## src/core/break_trace_pkg.sv

```systemverilog
// constants, register map and carrier types of the emulator break and trace unit
// assumes one clock domain shared with the observed cpu and the ahb-lite bus
package break_trace_pkg;

  // comparator counts and event vector layout
  localparam int PRE_NUM = 2;
  localparam int ACC_NUM = 6;
  localparam int EV_NUM = PRE_NUM + ACC_NUM;
  localparam logic [EV_NUM-1:0] ACC_EV_MASK = 8'hfc; // pre-execution bits may only break

  ////////////////////////////////////////////////////////////////////////////
  // register map, byte offsets within the slave window
  localparam int REG_AW = 8;
  localparam logic [REG_AW-1:0] OFS_CTRL = 8'h00;
  localparam logic [REG_AW-1:0] OFS_STATUS = 8'h04;
  localparam logic [REG_AW-1:0] OFS_EVSEL = 8'h08;
  localparam logic [REG_AW-1:0] OFS_EVSEL2 = 8'h0c;
  localparam logic [REG_AW-1:0] OFS_PRE0 = 8'h10;
  localparam logic [REG_AW-1:0] OFS_PRE1 = 8'h14;
  localparam logic [REG_AW-1:0] OFS_TLIMIT = 8'h18;
  localparam logic [REG_AW-1:0] OFS_TDELAY = 8'h1c;
  localparam logic [REG_AW-1:0] OFS_ROM_LO = 8'h20;
  localparam logic [REG_AW-1:0] OFS_ROM_HI = 8'h24;
  localparam logic [REG_AW-1:0] OFS_RAM_LO = 8'h28;
  localparam logic [REG_AW-1:0] OFS_RAM_HI = 8'h2c;
  localparam logic [REG_AW-1:0] OFS_IO_LO = 8'h30;
  localparam logic [REG_AW-1:0] OFS_IO_HI = 8'h34;
  localparam logic [REG_AW-1:0] OFS_TSTAMP = 8'h38;
  // comparator banks: 32-byte regions selected by address bits 7:5, word index in 4:2
  localparam int REGION_LSB = 5;
  localparam int IDX_LSB = 2;
  localparam int IDX_W = 3;
  localparam logic [2:0] REGION_ACC_ADDR = 3'h2;
  localparam logic [2:0] REGION_ACC_DATA = 3'h3;
  localparam logic [2:0] REGION_ACC_CFG = 3'h4;

  // control register bits
  localparam int CTRL_TRACE_EN = 0;
  localparam int CTRL_MODE_LSB = 1; // three bits
  localparam int CTRL_FULL = 4;
  localparam int CTRL_ACC = 5;
  localparam int CTRL_ACC_PC = 6;
  localparam int CTRL_TSTAMP = 7;
  localparam int CTRL_PRIO = 8;
  localparam int CTRL_PRE_EN = 9; // two bits
  localparam int CTRL_FS_EN = 11;
  localparam int CTRL_TMR_EN = 12;
  localparam int CTRL_FORCE = 16;
  localparam int CTRL_RESUME = 17;
  localparam logic [31:0] CTRL_WMASK = 32'h0000_1fff;
  localparam int STATUS_LOST = 11;

  // event select fields
  localparam int EVS_BRK = 0;
  localparam int EVS_SEC_START = 8;
  localparam int EVS_SEC_END = 16;
  localparam int EVS_QUAL = 24;
  localparam int EVS2_TRIG = 0;
  localparam int EVS2_TMR_START = 8;
  localparam int EVS2_TMR_END = 16;

  // trace modes
  localparam logic [2:0] TMODE_OFF = 3'h0;
  localparam logic [2:0] TMODE_FREE = 3'h1;
  localparam logic [2:0] TMODE_SECTION = 3'h2;
  localparam logic [2:0] TMODE_QUALIFY = 3'h3;
  localparam logic [2:0] TMODE_DELAY = 3'h4;

  // break causes and fail-safe reasons
  localparam int CAUSE_W = 5;
  localparam int CAUSE_HW = 0;
  localparam int CAUSE_SW = 1;
  localparam int CAUSE_FS = 2;
  localparam int CAUSE_TMR = 3;
  localparam int CAUSE_FORCE = 4;
  localparam int FS_NONMAP = 0;
  localparam int FS_ROMWR = 1;
  localparam int FS_WIDTH = 2;
  localparam int FS_RO_WR = 3;
  localparam int FS_WO_RD = 4;

  // access sizes and trace entry kinds
  localparam logic [1:0] SZ_BYTE = 2'h0;
  localparam logic [1:0] SZ_HALF = 2'h1;
  localparam logic [1:0] SZ_WORD = 2'h2;
  localparam logic [2:0] KIND_BRANCH = 3'h1;
  localparam logic [2:0] KIND_EXEC = 3'h2;
  localparam logic [2:0] KIND_ACCESS = 3'h3;
  localparam logic [2:0] KIND_DMA_START = 3'h4;
  localparam logic [2:0] KIND_DMA_END = 3'h5;

  ////////////////////////////////////////////////////////////////////////////
  // carriers
  typedef struct packed {logic valid; logic [31:0] pc;} fetch_t;
  typedef struct packed {logic valid; logic [31:0] pc; logic trap; logic branch; logic [31:0] target;} exec_t;
  typedef struct packed {
    logic valid; logic [31:0] addr; logic [31:0] data; logic write; logic [1:0] size;
    logic [31:0] pc; logic sysreg;
  } mem_t;
  typedef struct packed {logic [2:0] widths; logic readable; logic writable;} io_attr_t;
  typedef struct packed {
    logic en; logic range; logic data_match; logic size_match; logic [1:0] dir; logic [1:0] size;
  } acc_cfg_t;
  typedef struct packed {
    logic [2:0] kind; logic rw; logic [31:0] addr; logic [31:0] data; logic [31:0] pc;
    logic ts_valid; logic [31:0] ts;
  } trace_entry_t;

endpackage

```

## src/core/emulator_break_trace_unit.sv

```systemverilog
// break and trace unit of the emulator: watches cpu cycles, stops execution, feeds trace memory
// assumes the cpu, its bus and the ahb-lite master share hclk; the cpu holds off while cpu_stall is high
//
// The AHB-Lite slave port and the address map were left to the implementer.
`timescale 1ns/10ps

// Operation
// - Hardware break halts when a fetch or access matches a selected event.
// - Access breaks are caught at memory stage, so the stop lies past the access.
// - Executing the debug trap instruction planted by the debugger stops the program.
// - Fetch, read or write of an unmapped address stops the program.
// - Any write into the rom area stops the program.
// - Peripheral register access with an illegal width stops the program.
// - Write to read-only or read from write-only peripheral register stops the program.
// - Timer between start and end events reaching its limit stops the program.
// - A forced break request from the debugger always stops the program.
// - During break the cpu runs debug code; interrupts stay pending.
// - Branch trace stores only source and destination of taken branches.
// - Full trace stores the address of every executed instruction.
// - Access trace stores address, data and read or write direction.
// - Cpu general and system register accesses produce no trace entries.
// - Optionally the program counter of the accessing instruction is stored.
// - Lost trace entries, as in long ram bursts, are flagged for the debugger.
// - Priority mode stalls the cpu instead of dropping trace entries.
// - With stamps on, every group of up to four entries carries one time stamp.
// - Dma start and end points are stored as trace entries.
// - Section mode records only between start and end events.
// - Qualify mode stores only cycles matching the qualify events.
// - Delay trigger mode keeps recording for a set delay after the trigger.
// - Two pre-execution address comparators serve only hardware breaks.
// - Six access comparators; a range consumes a pair.
// - Access events match address or range, data, size and direction.
module emulator_break_trace_unit
  import break_trace_pkg::*;
(
  // clock and reset
  input wire logic hclk,
  input wire logic hresetn,
  // ahb-lite slave
  input wire logic hsel,
  input wire logic [31:0] haddr,
  input wire logic [1:0] htrans,
  input wire logic hwrite,
  input wire logic [2:0] hsize,
  input wire logic [31:0] hwdata,
  input wire logic hready,
  output logic hreadyout,
  output logic hresp,
  output logic [31:0] hrdata,
  // observed cpu cycles
  input wire fetch_t fetch,
  input wire exec_t exec,
  input wire mem_t mem,
  input wire io_attr_t io_attr,
  input wire logic boundary,
  input wire logic dma_start,
  input wire logic dma_end,
  // cpu control
  output logic cpu_halt,
  output logic cpu_stall,
  output logic irq_hold,
  // trace memory port
  output logic trace_valid,
  output trace_entry_t trace_entry,
  input wire logic trace_ready
);

  typedef struct packed {
    logic hreadyout; logic hresp; logic [31:0] hrdata;
    logic ahb_busy; logic ahb_write; logic [REG_AW-1:0] ahb_addr;
    logic [31:0] ctrl; logic [31:0] evsel; logic [31:0] evsel2;
    logic [PRE_NUM-1:0][31:0] pre_addr;
    logic [31:0] tlimit; logic [31:0] tdelay;
    logic [31:0] rom_lo; logic [31:0] rom_hi; logic [31:0] ram_lo; logic [31:0] ram_hi;
    logic [31:0] io_lo; logic [31:0] io_hi;
    logic [ACC_NUM-1:0][31:0] acc_addr; logic [ACC_NUM-1:0][31:0] acc_data;
    acc_cfg_t [ACC_NUM-1:0] acc_cfg;
    logic [CAUSE_W-1:0] pending; logic [CAUSE_W-1:0] cause; logic [CAUSE_W-1:0] fs_cause;
    logic in_break; logic cpu_halt; logic irq_hold; logic cpu_stall; logic lost;
    logic sec_active; logic trig_armed; logic trig_done; logic [31:0] dcnt;
    logic tmr_run; logic [31:0] tmr_cnt; logic [31:0] ts_cnt; logic [1:0] grp;
    logic tv; trace_entry_t tout;
  } state_t;

  state_t s;
  state_t n;
  logic [31:0] rd_word;
  logic [PRE_NUM-1:0] pre_hit;
  logic [ACC_NUM-1:0] acc_hit;
  logic [EV_NUM-1:0] ev;
  logic [CAUSE_W-1:0] fs;
  logic mem_rom, mem_ram, mem_io, fetch_mapped, mem_live, io_acc, width_ok;
  logic force_req, rec, c_dma, c_acc, c_exe, live, busy, tmr_ovf;
  logic [1:0] ncand;

  function automatic logic in_win(input logic [31:0] a, input logic [31:0] lo, input logic [31:0] hi);
    in_win = (a >= lo) && (a <= hi);
  endfunction

  ////////////////////////////////////////////////////////////////////////////
  // event comparators
  // pre-execution hits look at the fetch address, before the instruction runs
  for (genvar gp = 0; gp < PRE_NUM; gp++) begin : g_pre
    assign pre_hit[gp] = fetch.valid && s.ctrl[CTRL_PRE_EN + gp] && (fetch.pc == s.pre_addr[gp]);
  end

  // access hits come from the memory stage; an even comparator with range set takes its odd partner as limit
  assign mem_live = mem.valid && !mem.sysreg;
  for (genvar gi = 0; gi < ACC_NUM; gi++) begin : g_acc
    localparam int LO = gi - (gi % 2);
    logic range_on, consumed, addr_ok, dir_ok;
    assign range_on = (gi == LO) && s.acc_cfg[LO].range;
    assign consumed = (gi != LO) && s.acc_cfg[LO].range;
    assign addr_ok = range_on ? in_win(mem.addr, s.acc_addr[LO], s.acc_addr[LO + 1]) : (mem.addr == s.acc_addr[gi]);
    assign dir_ok = mem.write ? s.acc_cfg[gi].dir[1] : s.acc_cfg[gi].dir[0];
    assign acc_hit[gi] = mem_live && s.acc_cfg[gi].en && !consumed && addr_ok && dir_ok
      && (!s.acc_cfg[gi].data_match || (mem.data == s.acc_data[gi]))
      && (!s.acc_cfg[gi].size_match || (mem.size == s.acc_cfg[gi].size));
  end
  assign ev = {acc_hit, pre_hit};

  ////////////////////////////////////////////////////////////////////////////
  // fail-safe decode against the programmed memory map
  assign mem_rom = in_win(mem.addr, s.rom_lo, s.rom_hi);
  assign mem_ram = in_win(mem.addr, s.ram_lo, s.ram_hi);
  assign mem_io = in_win(mem.addr, s.io_lo, s.io_hi);
  assign fetch_mapped = in_win(fetch.pc, s.rom_lo, s.rom_hi) || in_win(fetch.pc, s.ram_lo, s.ram_hi)
    || in_win(fetch.pc, s.io_lo, s.io_hi);
  assign io_acc = mem_live && mem_io;
  assign width_ok = ((mem.size == SZ_BYTE) && io_attr.widths[0]) || ((mem.size == SZ_HALF) && io_attr.widths[1])
    || ((mem.size == SZ_WORD) && io_attr.widths[2]);
  assign fs[FS_NONMAP] = s.ctrl[CTRL_FS_EN] && ((mem_live && !(mem_rom || mem_ram || mem_io))
    || (fetch.valid && !fetch_mapped));
  assign fs[FS_ROMWR] = s.ctrl[CTRL_FS_EN] && mem_live && mem.write && mem_rom;
  assign fs[FS_WIDTH] = s.ctrl[CTRL_FS_EN] && io_acc && !width_ok;
  assign fs[FS_RO_WR] = s.ctrl[CTRL_FS_EN] && io_acc && mem.write && !io_attr.writable;
  assign fs[FS_WO_RD] = s.ctrl[CTRL_FS_EN] && io_acc && !mem.write && !io_attr.readable;

  ////////////////////////////////////////////////////////////////////////////
  // register read mux, used in the first data-phase cycle and registered into hrdata
  always_comb begin
    rd_word = 32'h0;
    case (s.ahb_addr[REG_AW-1:REGION_LSB])
      REGION_ACC_ADDR: if (s.ahb_addr[IDX_LSB +: IDX_W] < ACC_NUM) rd_word = s.acc_addr[s.ahb_addr[IDX_LSB +: IDX_W]];
      REGION_ACC_DATA: if (s.ahb_addr[IDX_LSB +: IDX_W] < ACC_NUM) rd_word = s.acc_data[s.ahb_addr[IDX_LSB +: IDX_W]];
      REGION_ACC_CFG: if (s.ahb_addr[IDX_LSB +: IDX_W] < ACC_NUM) rd_word = 32'(s.acc_cfg[s.ahb_addr[IDX_LSB +: IDX_W]]);
      default: begin
        case (s.ahb_addr)
          OFS_CTRL: rd_word = s.ctrl;
          OFS_STATUS: rd_word = {17'h0, s.tmr_run, s.trig_done, s.sec_active, s.lost, s.fs_cause, s.cause, s.in_break};
          OFS_EVSEL: rd_word = s.evsel;
          OFS_EVSEL2: rd_word = s.evsel2;
          OFS_PRE0: rd_word = s.pre_addr[0];
          OFS_PRE1: rd_word = s.pre_addr[1];
          OFS_TLIMIT: rd_word = s.tlimit;
          OFS_TDELAY: rd_word = s.tdelay;
          OFS_ROM_LO: rd_word = s.rom_lo;
          OFS_ROM_HI: rd_word = s.rom_hi;
          OFS_RAM_LO: rd_word = s.ram_lo;
          OFS_RAM_HI: rd_word = s.ram_hi;
          OFS_IO_LO: rd_word = s.io_lo;
          OFS_IO_HI: rd_word = s.io_hi;
          OFS_TSTAMP: rd_word = s.ts_cnt;
          default: rd_word = 32'h0; // unmapped reads as zero, still okay
        endcase
      end
    endcase
  end

  ////////////////////////////////////////////////////////////////////////////
  // next-state logic
  always_comb begin
    logic [CAUSE_W-1:0] src;
    logic [IDX_W-1:0] idx;
    trace_entry_t e;
    force_req = 1'b0;
    rec = 1'b0;
    src = '0;
    e = '0;
    idx = s.ahb_addr[IDX_LSB +: IDX_W];
    n = s;
    n.hresp = 1'b0;
    // one wait state per transfer: hrdata must come from a flop
    if (s.ahb_busy) begin
      n.ahb_busy = 1'b0;
      n.hreadyout = 1'b1;
      if (!s.ahb_write) begin
        n.hrdata = rd_word;
      end else if (s.ahb_addr[REG_AW-1:REGION_LSB] == REGION_ACC_ADDR) begin
        if (idx < ACC_NUM) n.acc_addr[idx] = hwdata;
      end else if (s.ahb_addr[REG_AW-1:REGION_LSB] == REGION_ACC_DATA) begin
        if (idx < ACC_NUM) n.acc_data[idx] = hwdata;
      end else if (s.ahb_addr[REG_AW-1:REGION_LSB] == REGION_ACC_CFG) begin
        if (idx < ACC_NUM) n.acc_cfg[idx] = acc_cfg_t'(hwdata[$bits(acc_cfg_t)-1:0]);
      end else begin
        case (s.ahb_addr)
          OFS_CTRL: begin
            n.ctrl = hwdata & CTRL_WMASK;
            force_req = hwdata[CTRL_FORCE];
            if (hwdata[CTRL_RESUME]) begin
              n.in_break = 1'b0;
              n.cpu_halt = 1'b0;
              n.irq_hold = 1'b0; // held interrupts may now be taken
              n.fs_cause = '0;
            end
          end
          OFS_STATUS: if (hwdata[STATUS_LOST]) n.lost = 1'b0;
          OFS_EVSEL: n.evsel = hwdata;
          OFS_EVSEL2: n.evsel2 = hwdata;
          OFS_PRE0: n.pre_addr[0] = hwdata;
          OFS_PRE1: n.pre_addr[1] = hwdata;
          OFS_TLIMIT: n.tlimit = hwdata;
          OFS_TDELAY: n.tdelay = hwdata;
          OFS_ROM_LO: n.rom_lo = hwdata;
          OFS_ROM_HI: n.rom_hi = hwdata;
          OFS_RAM_LO: n.ram_lo = hwdata;
          OFS_RAM_HI: n.ram_hi = hwdata;
          OFS_IO_LO: n.io_lo = hwdata;
          OFS_IO_HI: n.io_hi = hwdata;
          default: n.ahb_write = 1'b0; // unmapped or read-only: write ignored
        endcase
      end
    end else if (hsel && htrans[1] && hready) begin
      n.ahb_busy = 1'b1;
      n.hreadyout = 1'b0;
      n.ahb_write = hwrite;
      n.ahb_addr = haddr[REG_AW-1:0];
    end

    // measurement timer between start and end events
    tmr_ovf = s.tmr_run && (s.tmr_cnt >= s.tlimit);
    if (s.tmr_run) n.tmr_cnt = s.tmr_cnt + 32'h1;
    if (!s.tmr_run && |(ev & ACC_EV_MASK & s.evsel2[EVS2_TMR_START +: EV_NUM])) begin
      n.tmr_run = 1'b1;
      n.tmr_cnt = 32'h0;
    end else if (tmr_ovf || |(ev & ACC_EV_MASK & s.evsel2[EVS2_TMR_END +: EV_NUM])) begin
      n.tmr_run = 1'b0;
    end

    // break sources collect while the program runs; the halt waits for an instruction boundary
    if (!s.in_break) begin
      src[CAUSE_HW] = |(ev & s.evsel[EVS_BRK +: EV_NUM]);
      src[CAUSE_SW] = exec.valid && exec.trap;
      src[CAUSE_FS] = |fs;
      src[CAUSE_TMR] = tmr_ovf && s.ctrl[CTRL_TMR_EN];
      src[CAUSE_FORCE] = force_req;
      n.pending = s.pending | src;
      n.fs_cause = s.fs_cause | fs;
      if (boundary && (n.pending != '0)) begin
        n.in_break = 1'b1;
        n.cpu_halt = 1'b1;
        n.irq_hold = 1'b1;
        n.cause = n.pending;
        n.pending = '0;
      end
    end

    // trace recording window per mode
    case (s.ctrl[CTRL_MODE_LSB +: 3])
      TMODE_FREE: rec = 1'b1;
      TMODE_SECTION: rec = s.sec_active || |(ev & ACC_EV_MASK & s.evsel[EVS_SEC_START +: EV_NUM]);
      TMODE_QUALIFY: rec = |(ev & ACC_EV_MASK & s.evsel[EVS_QUAL +: EV_NUM]);
      TMODE_DELAY: rec = !s.trig_done;
      default: rec = 1'b0;
    endcase
    if (s.ctrl[CTRL_TRACE_EN]) begin
      n.ts_cnt = s.ts_cnt + 32'h1;
      if (|(ev & ACC_EV_MASK & s.evsel[EVS_SEC_START +: EV_NUM])) n.sec_active = 1'b1;
      if (|(ev & ACC_EV_MASK & s.evsel[EVS_SEC_END +: EV_NUM])) n.sec_active = 1'b0;
      if (s.trig_armed) begin
        if (s.dcnt == 32'h0) begin
          n.trig_armed = 1'b0;
          n.trig_done = 1'b1;
        end else begin
          n.dcnt = s.dcnt - 32'h1;
        end
      end else if (!s.trig_done && |(ev & ACC_EV_MASK & s.evsel2[EVS2_TRIG +: EV_NUM])) begin
        n.trig_armed = 1'b1;
        n.dcnt = s.tdelay;
      end
    end else begin
      // stamps count from trace start, so disabling restarts stamps, group, section and trigger
      n.ts_cnt = 32'h0;
      n.grp = 2'h0;
      n.sec_active = 1'b0;
      n.trig_armed = 1'b0;
      n.trig_done = 1'b0;
    end

    // candidates for this cycle, one entry slot; dma cannot be stalled so it goes first
    live = s.ctrl[CTRL_TRACE_EN] && rec && !s.in_break;
    c_dma = live && (dma_start || dma_end);
    c_acc = live && mem_live && s.ctrl[CTRL_ACC];
    c_exe = live && exec.valid && (s.ctrl[CTRL_FULL] || exec.branch);
    ncand = {1'b0, c_dma} + {1'b0, c_acc} + {1'b0, c_exe};
    busy = s.tv && !trace_ready;
    if (s.tv && trace_ready) n.tv = 1'b0;
    if (c_dma) begin
      e.kind = dma_start ? KIND_DMA_START : KIND_DMA_END;
    end else if (c_acc) begin
      e.kind = KIND_ACCESS;
      e.rw = mem.write;
      e.addr = mem.addr;
      e.data = mem.data;
      e.pc = s.ctrl[CTRL_ACC_PC] ? mem.pc : 32'h0;
    end else if (s.ctrl[CTRL_FULL]) begin
      e.kind = KIND_EXEC;
      e.addr = exec.pc;
    end else begin
      e.kind = KIND_BRANCH;
      e.addr = exec.pc;
      e.data = exec.target;
    end
    e.ts_valid = s.ctrl[CTRL_TSTAMP] && (s.grp == 2'h0);
    e.ts = e.ts_valid ? s.ts_cnt : 32'h0;
    if ((ncand != 2'h0) && !busy) begin
      n.tv = 1'b1;
      n.tout = e;
      n.grp = s.grp + 2'h1;
    end
    // a second candidate in one cycle, or any while the slot is blocked, is lost; set beats clear
    if ((ncand > 2'h1) || ((ncand != 2'h0) && busy)) n.lost = 1'b1;
    // priority mode holds the cpu while the slot is full, trading real time for completeness
    n.cpu_stall = s.ctrl[CTRL_PRIO] && n.tv;
  end

  ////////////////////////////////////////////////////////////////////////////
  // state register
  always_ff @(posedge hclk or negedge hresetn) begin
    if (!hresetn) begin
      s <= '0;
      s.hreadyout <= 1'b1;
    end else begin
      s <= n;
    end
  end

  assign hreadyout = s.hreadyout;
  assign hresp = s.hresp;
  assign hrdata = s.hrdata;
  assign cpu_halt = s.cpu_halt;
  assign cpu_stall = s.cpu_stall;
  assign irq_hold = s.irq_hold;
  assign trace_valid = s.tv;
  assign trace_entry = s.tout;
endmodule

```

## config.mk

```make
export PLATFORM = sky130hd
export DESIGN_NAME = emulator_break_trace_unit
export DESIGN_NICKNAME = d
export VERILOG_FILES = /design/src/core/break_trace_pkg.sv /design/src/core/emulator_break_trace_unit.sv
export SDC_FILE = /design/constraint.sdc
export NUM_CORES = 2
export LEC_CHECK = 0
export ABC_CLOCK_PERIOD_IN_PS = 13810
export BUFFER_PORTS_ARGS = -buffer_cell sky130_fd_sc_hd__buf_2
export CAP_MARGIN = 30
export CORE_ASPECT_RATIO = 1.1
export CORE_MARGIN = 2
export CORE_UTILIZATION = 39
export CTS_CLUSTER_DIAMETER = 150
export CTS_CLUSTER_SIZE = 10
export DETAILED_ROUTE_END_ITERATION = 8
export SYNTH_ARGS = -nofsm -noshare
export SYNTH_HDL_FRONTEND = slang
export SYNTH_SLANG_ARGS = --single-unit
```

## constraint.sdc

```tcl
create_clock -name hclk -period 13.81 [get_ports hclk]
set_input_delay 2.762 -clock hclk [delete_from_list [all_inputs] [get_ports hclk]]
set_output_delay 2.762 -clock hclk [all_outputs]
set_load 0.005 [all_outputs]
```

==> results.cfg <==
[logic_synthesis]
synth_enable_flop_cells = 0
post-synth-top-count-cell = sky130_fd_sc_hd__dfrtp_1
synth.ff_latch_count = 1128
ys.flop_type = sky130_fd_sc_hd__dfrtp_1
asyncSetResetFlopFracSynth_pct = 100.0
most_frequent_cells_after_synthesis = 1127 x sky130_fd_sc_hd__dfrtp_1, 660 x sky130_fd_sc_hd__mux2_2, 613 x sky130_fd_sc_hd__ha_1
synth_largest_area_cell = sky130_fd_sc_hd__dfrtp_1
synthesis.instances = 6707
synth-seq-area-share_pct = 40.29
yosysWarnings = 0
postSynthAreaPerCell_um2 = 10.45
synthDominantCellAreaShare_pct = 40.25
post_synth_main_area_contributors = sky130_fd_sc_hd__dfrtp_1 40%, sky130_fd_sc_hd__ha_1 11%, sky130_fd_sc_hd__mux2_2 11%, sky130_fd_sc_hd__mux4_2 2.9%, sky130_fd_sc_hd__o21ai_0 2.9%
netlist-cell-type-count = 103
synth.net_count = 7605
post_synth_instance_area_mm2 = 0.07007

[cells_and_area]
design_area_mm2 = 0.07708
flow.area_growth_from_synthesis_pct = 10.00
nFillCells = 17097
post_route_cells_drive_above_1_share_pct = 23.05
final_cell_count_without_fillers = 9257
layout.nets = 7728

[global_routing]
first_pass_grt_wire_length_mm = 406.5
largest_net_degree_at_the_start_of_global_routing = 172
antenna_found_initial = 45
grt_overflow_total = 0
grt_use_total_pct = 30.61
grt_pass1_vias = 55147

[place]
portBuffers = 425
placement.cell_area_mm2 = 0.07343
gpl.final_weighted_congestion = 1.006
placed_cells = 9086
final_hpwl_from_detailed_placement_mm = 209.3

[sta]
finalCriticalPeriod_ns = 8.803
timing_worst_slew_pin_value_ns = 1.212
max-slew-margin-rel_pct = 19.17
finalSetupTns_ns = 0
report.final.hold_viol_count = 0
fin_skew_ns = 0.02959
rsz0062_at_grt = no
finalCritPeriodShare_pct = 63.75
max_frequency_mhz = 113.6
setup_violations = 0
slew_violations = 0

[detailed_routing]
viasPerCell = 6.139
ant_nets = 0
wirelength_mm = 286.2
drt_pass1_iterations = 6
vias = 56833
wire_per_inst_um = 30.91
drt_iter0_drc = 6876
drc_errors = 0

[clock_network]
post_cts.repair.setup_buffers = 0
cts.htree.levels = 4
cts-root-buf = sky130_fd_sc_hd__clkbuf_16
clock_latency_ns = 0.82
tritoncts = yes
post_cts_hold_buffer_count = 0
cts_made_buffers = 130
maximum_root_to_sink_buffer_count = 3
cts_resized = 0
cts_num_sinks = 1128
clkSlewWorstSetupHoldPaths_ns = 0.06

[power_and_ir_drop]
cellLeakagePower_nw = 35.31
power.ir.vdd_worst_uv = 121.4
power_density_mw_per_mm2 = 115.6

[worst_setup_path]
cp-end-kind = register
crit_path_max_fanout = 65
setup.worst_path.class = in2reg
critPathRequiredTime_ns = 14.52
sort_of_element_at_the_start_of_the_critical_path = primary input
worstPathArrival_ns = 9.52

[flow_run]
max-cap-violations = 0

[die]
fp.dieW_um = 408.1
die_height_um = 448.6
initial_core_utilization_pct = 39.17
core_area_mm2 = 0.1789
io-pin-count = 455
design.die.area_mm2 = 0.1831
row_count = 163

[run_status]
outcome = completed

[hold_path]
worst_hold_path_type = reg2reg
## critical path, stage by stage
cell	delay (ns)
sky130_fd_sc_hd__buf_2	0.51
sky130_fd_sc_hd__ha_1	0.29
sky130_fd_sc_hd__nand4_1	0.33
sky130_fd_sc_hd__nor4_2	0.67
sky130_fd_sc_hd__a21oi_1	0.33
sky130_fd_sc_hd__o31a_1	0.27
sky130_fd_sc_hd__nor4b_4	0.59
sky130_fd_sc_hd__o211ai_1	0.18
sky130_fd_sc_hd__o2111a_2	0.25
sky130_fd_sc_hd__o32ai_4	0.28
sky130_fd_sc_hd__buf_4	0.54
sky130_fd_sc_hd__inv_1	0.14
sky130_fd_sc_hd__fa_1	0.53
sky130_fd_sc_hd__nand2_1	0.15
sky130_fd_sc_hd__and2_4	0.48
sky130_fd_sc_hd__buf_4	0.72
sky130_fd_sc_hd__nor2_1	0.12
sky130_fd_sc_hd__a211oi_2	0.23
## power by group
part | switching (W) | internal (W)
Combinational | 0.00113 | 0.000712
Sequential | 0.000297 | 0.00358
Clock | 0.00148 | 0.00171
Total | 0.00291 | 0.00600
## per-stage QoR
step | hold WS [ns] | util [%] | setup slack (ns) | power [W]
floorplan | 0.4501 | - | 6.672 | 0.004956
global placement | 0.4542 | 40.97 | 4.333 | 0.005675
detailed placement | 0.4646 | 41.05 | 4.356 | 0.005728
CTS | 0.4774 | 43.04 | 5.234 | 0.008917
global route | 0.5044 | 43.09 | 4.844 | 0.009231
finish | 0.4749 | 43.09 | 5.007 | 0.008910
## final cells by class
class	count	area (um2)	area share [%]
Timing Repair Buffer	539	3104	4.027
Clock buffer	138	3314	4.300
Multi-Input combinational cell	4564	37380	48.50
Inverter	467	1753	2.274
Tap cell	2392	2993	3.883
Clock inverter	13	246.5	0.3198
Sequential cell	1128	28240	36.64
Antenna cell	16	40.04	0.05195
## sequential cells by signal, indices dropped and copies added, names as in the netlist
signal and cells:
trace_valid 1, cpu_stall 1, hrdata 32, hreadyout 1
s 955, g_acc.range_on 3, cpu_halt 1, irq_hold 1
trace_entry 133
## cell families after synthesis
family / share of synthesized area [%]
and+or+nand+nor: 9.898
AOI/OAI and AO/OA: 13.46
other: 0.005352
adders and majority gates: 10.98
muxes: 14.92
xor gates and xnor gates: 3.775
DFF: 40.29
buffers and inverters: 6.680
## final timing paths
check	start	to	slack (ns)	cells past startpoint
max	mem[82]	trace_entry[122]	5.01	18
min	trace_entry[50]	trace_entry[50]	0.47	2
max reg2reg	s[542]	trace_entry[122]	7.03	18
min reg2reg	trace_entry[50]	trace_entry[50]	0.47	2
max in group asynchronous	hresetn	hrdata[25]	9.44	4
min in group asynchronous	hresetn	s[169]	1.97	1
## cells in the final DEF (no fill, tap or decap), drive strengths merged, types with 17 or more instances in the layout
cell type / netlist / routed
nor4: 62 / 62
and3: 19 / 19
nand3: 134 / 134
nand2b: 25 / 25
a22oi: 120 / 120
a221oi: 64 / 64
o22ai: 33 / 33
dfrtp: 1127 / 1127
a21oi: 287 / 287
o31ai: 17 / 17
ha: 613 / 613
a22o: 66 / 66
nor2b: 40 / 40
nand2: 520 / 520
nor3: 43 / 43
nor2: 211 / 211
a21o: 129 / 129
or3b: 30 / 30
and2: 40 / 40
mux4: 91 / 91
a222oi: 21 / 21
o211ai: 32 / 32
mux2: 660 / 660
buf: 292 / 538
clkbuf: 256 / 139
xor2: 96 / 96
mux2i: 97 / 97
nand4: 201 / 201
o21ai: 408 / 408
xnor2: 206 / 206
a211oi: 92 / 92
inv: 465 / 470
a31oi: 18 / 18
## routing by layer
layer	global-route usage, %	wire, um
met2	45.34	123000
met1	39.68	113500
met5	0	197
met4	19.03	20830
met3	8.169	28670
No activity file was read; power rests on OpenSTA's default activity.
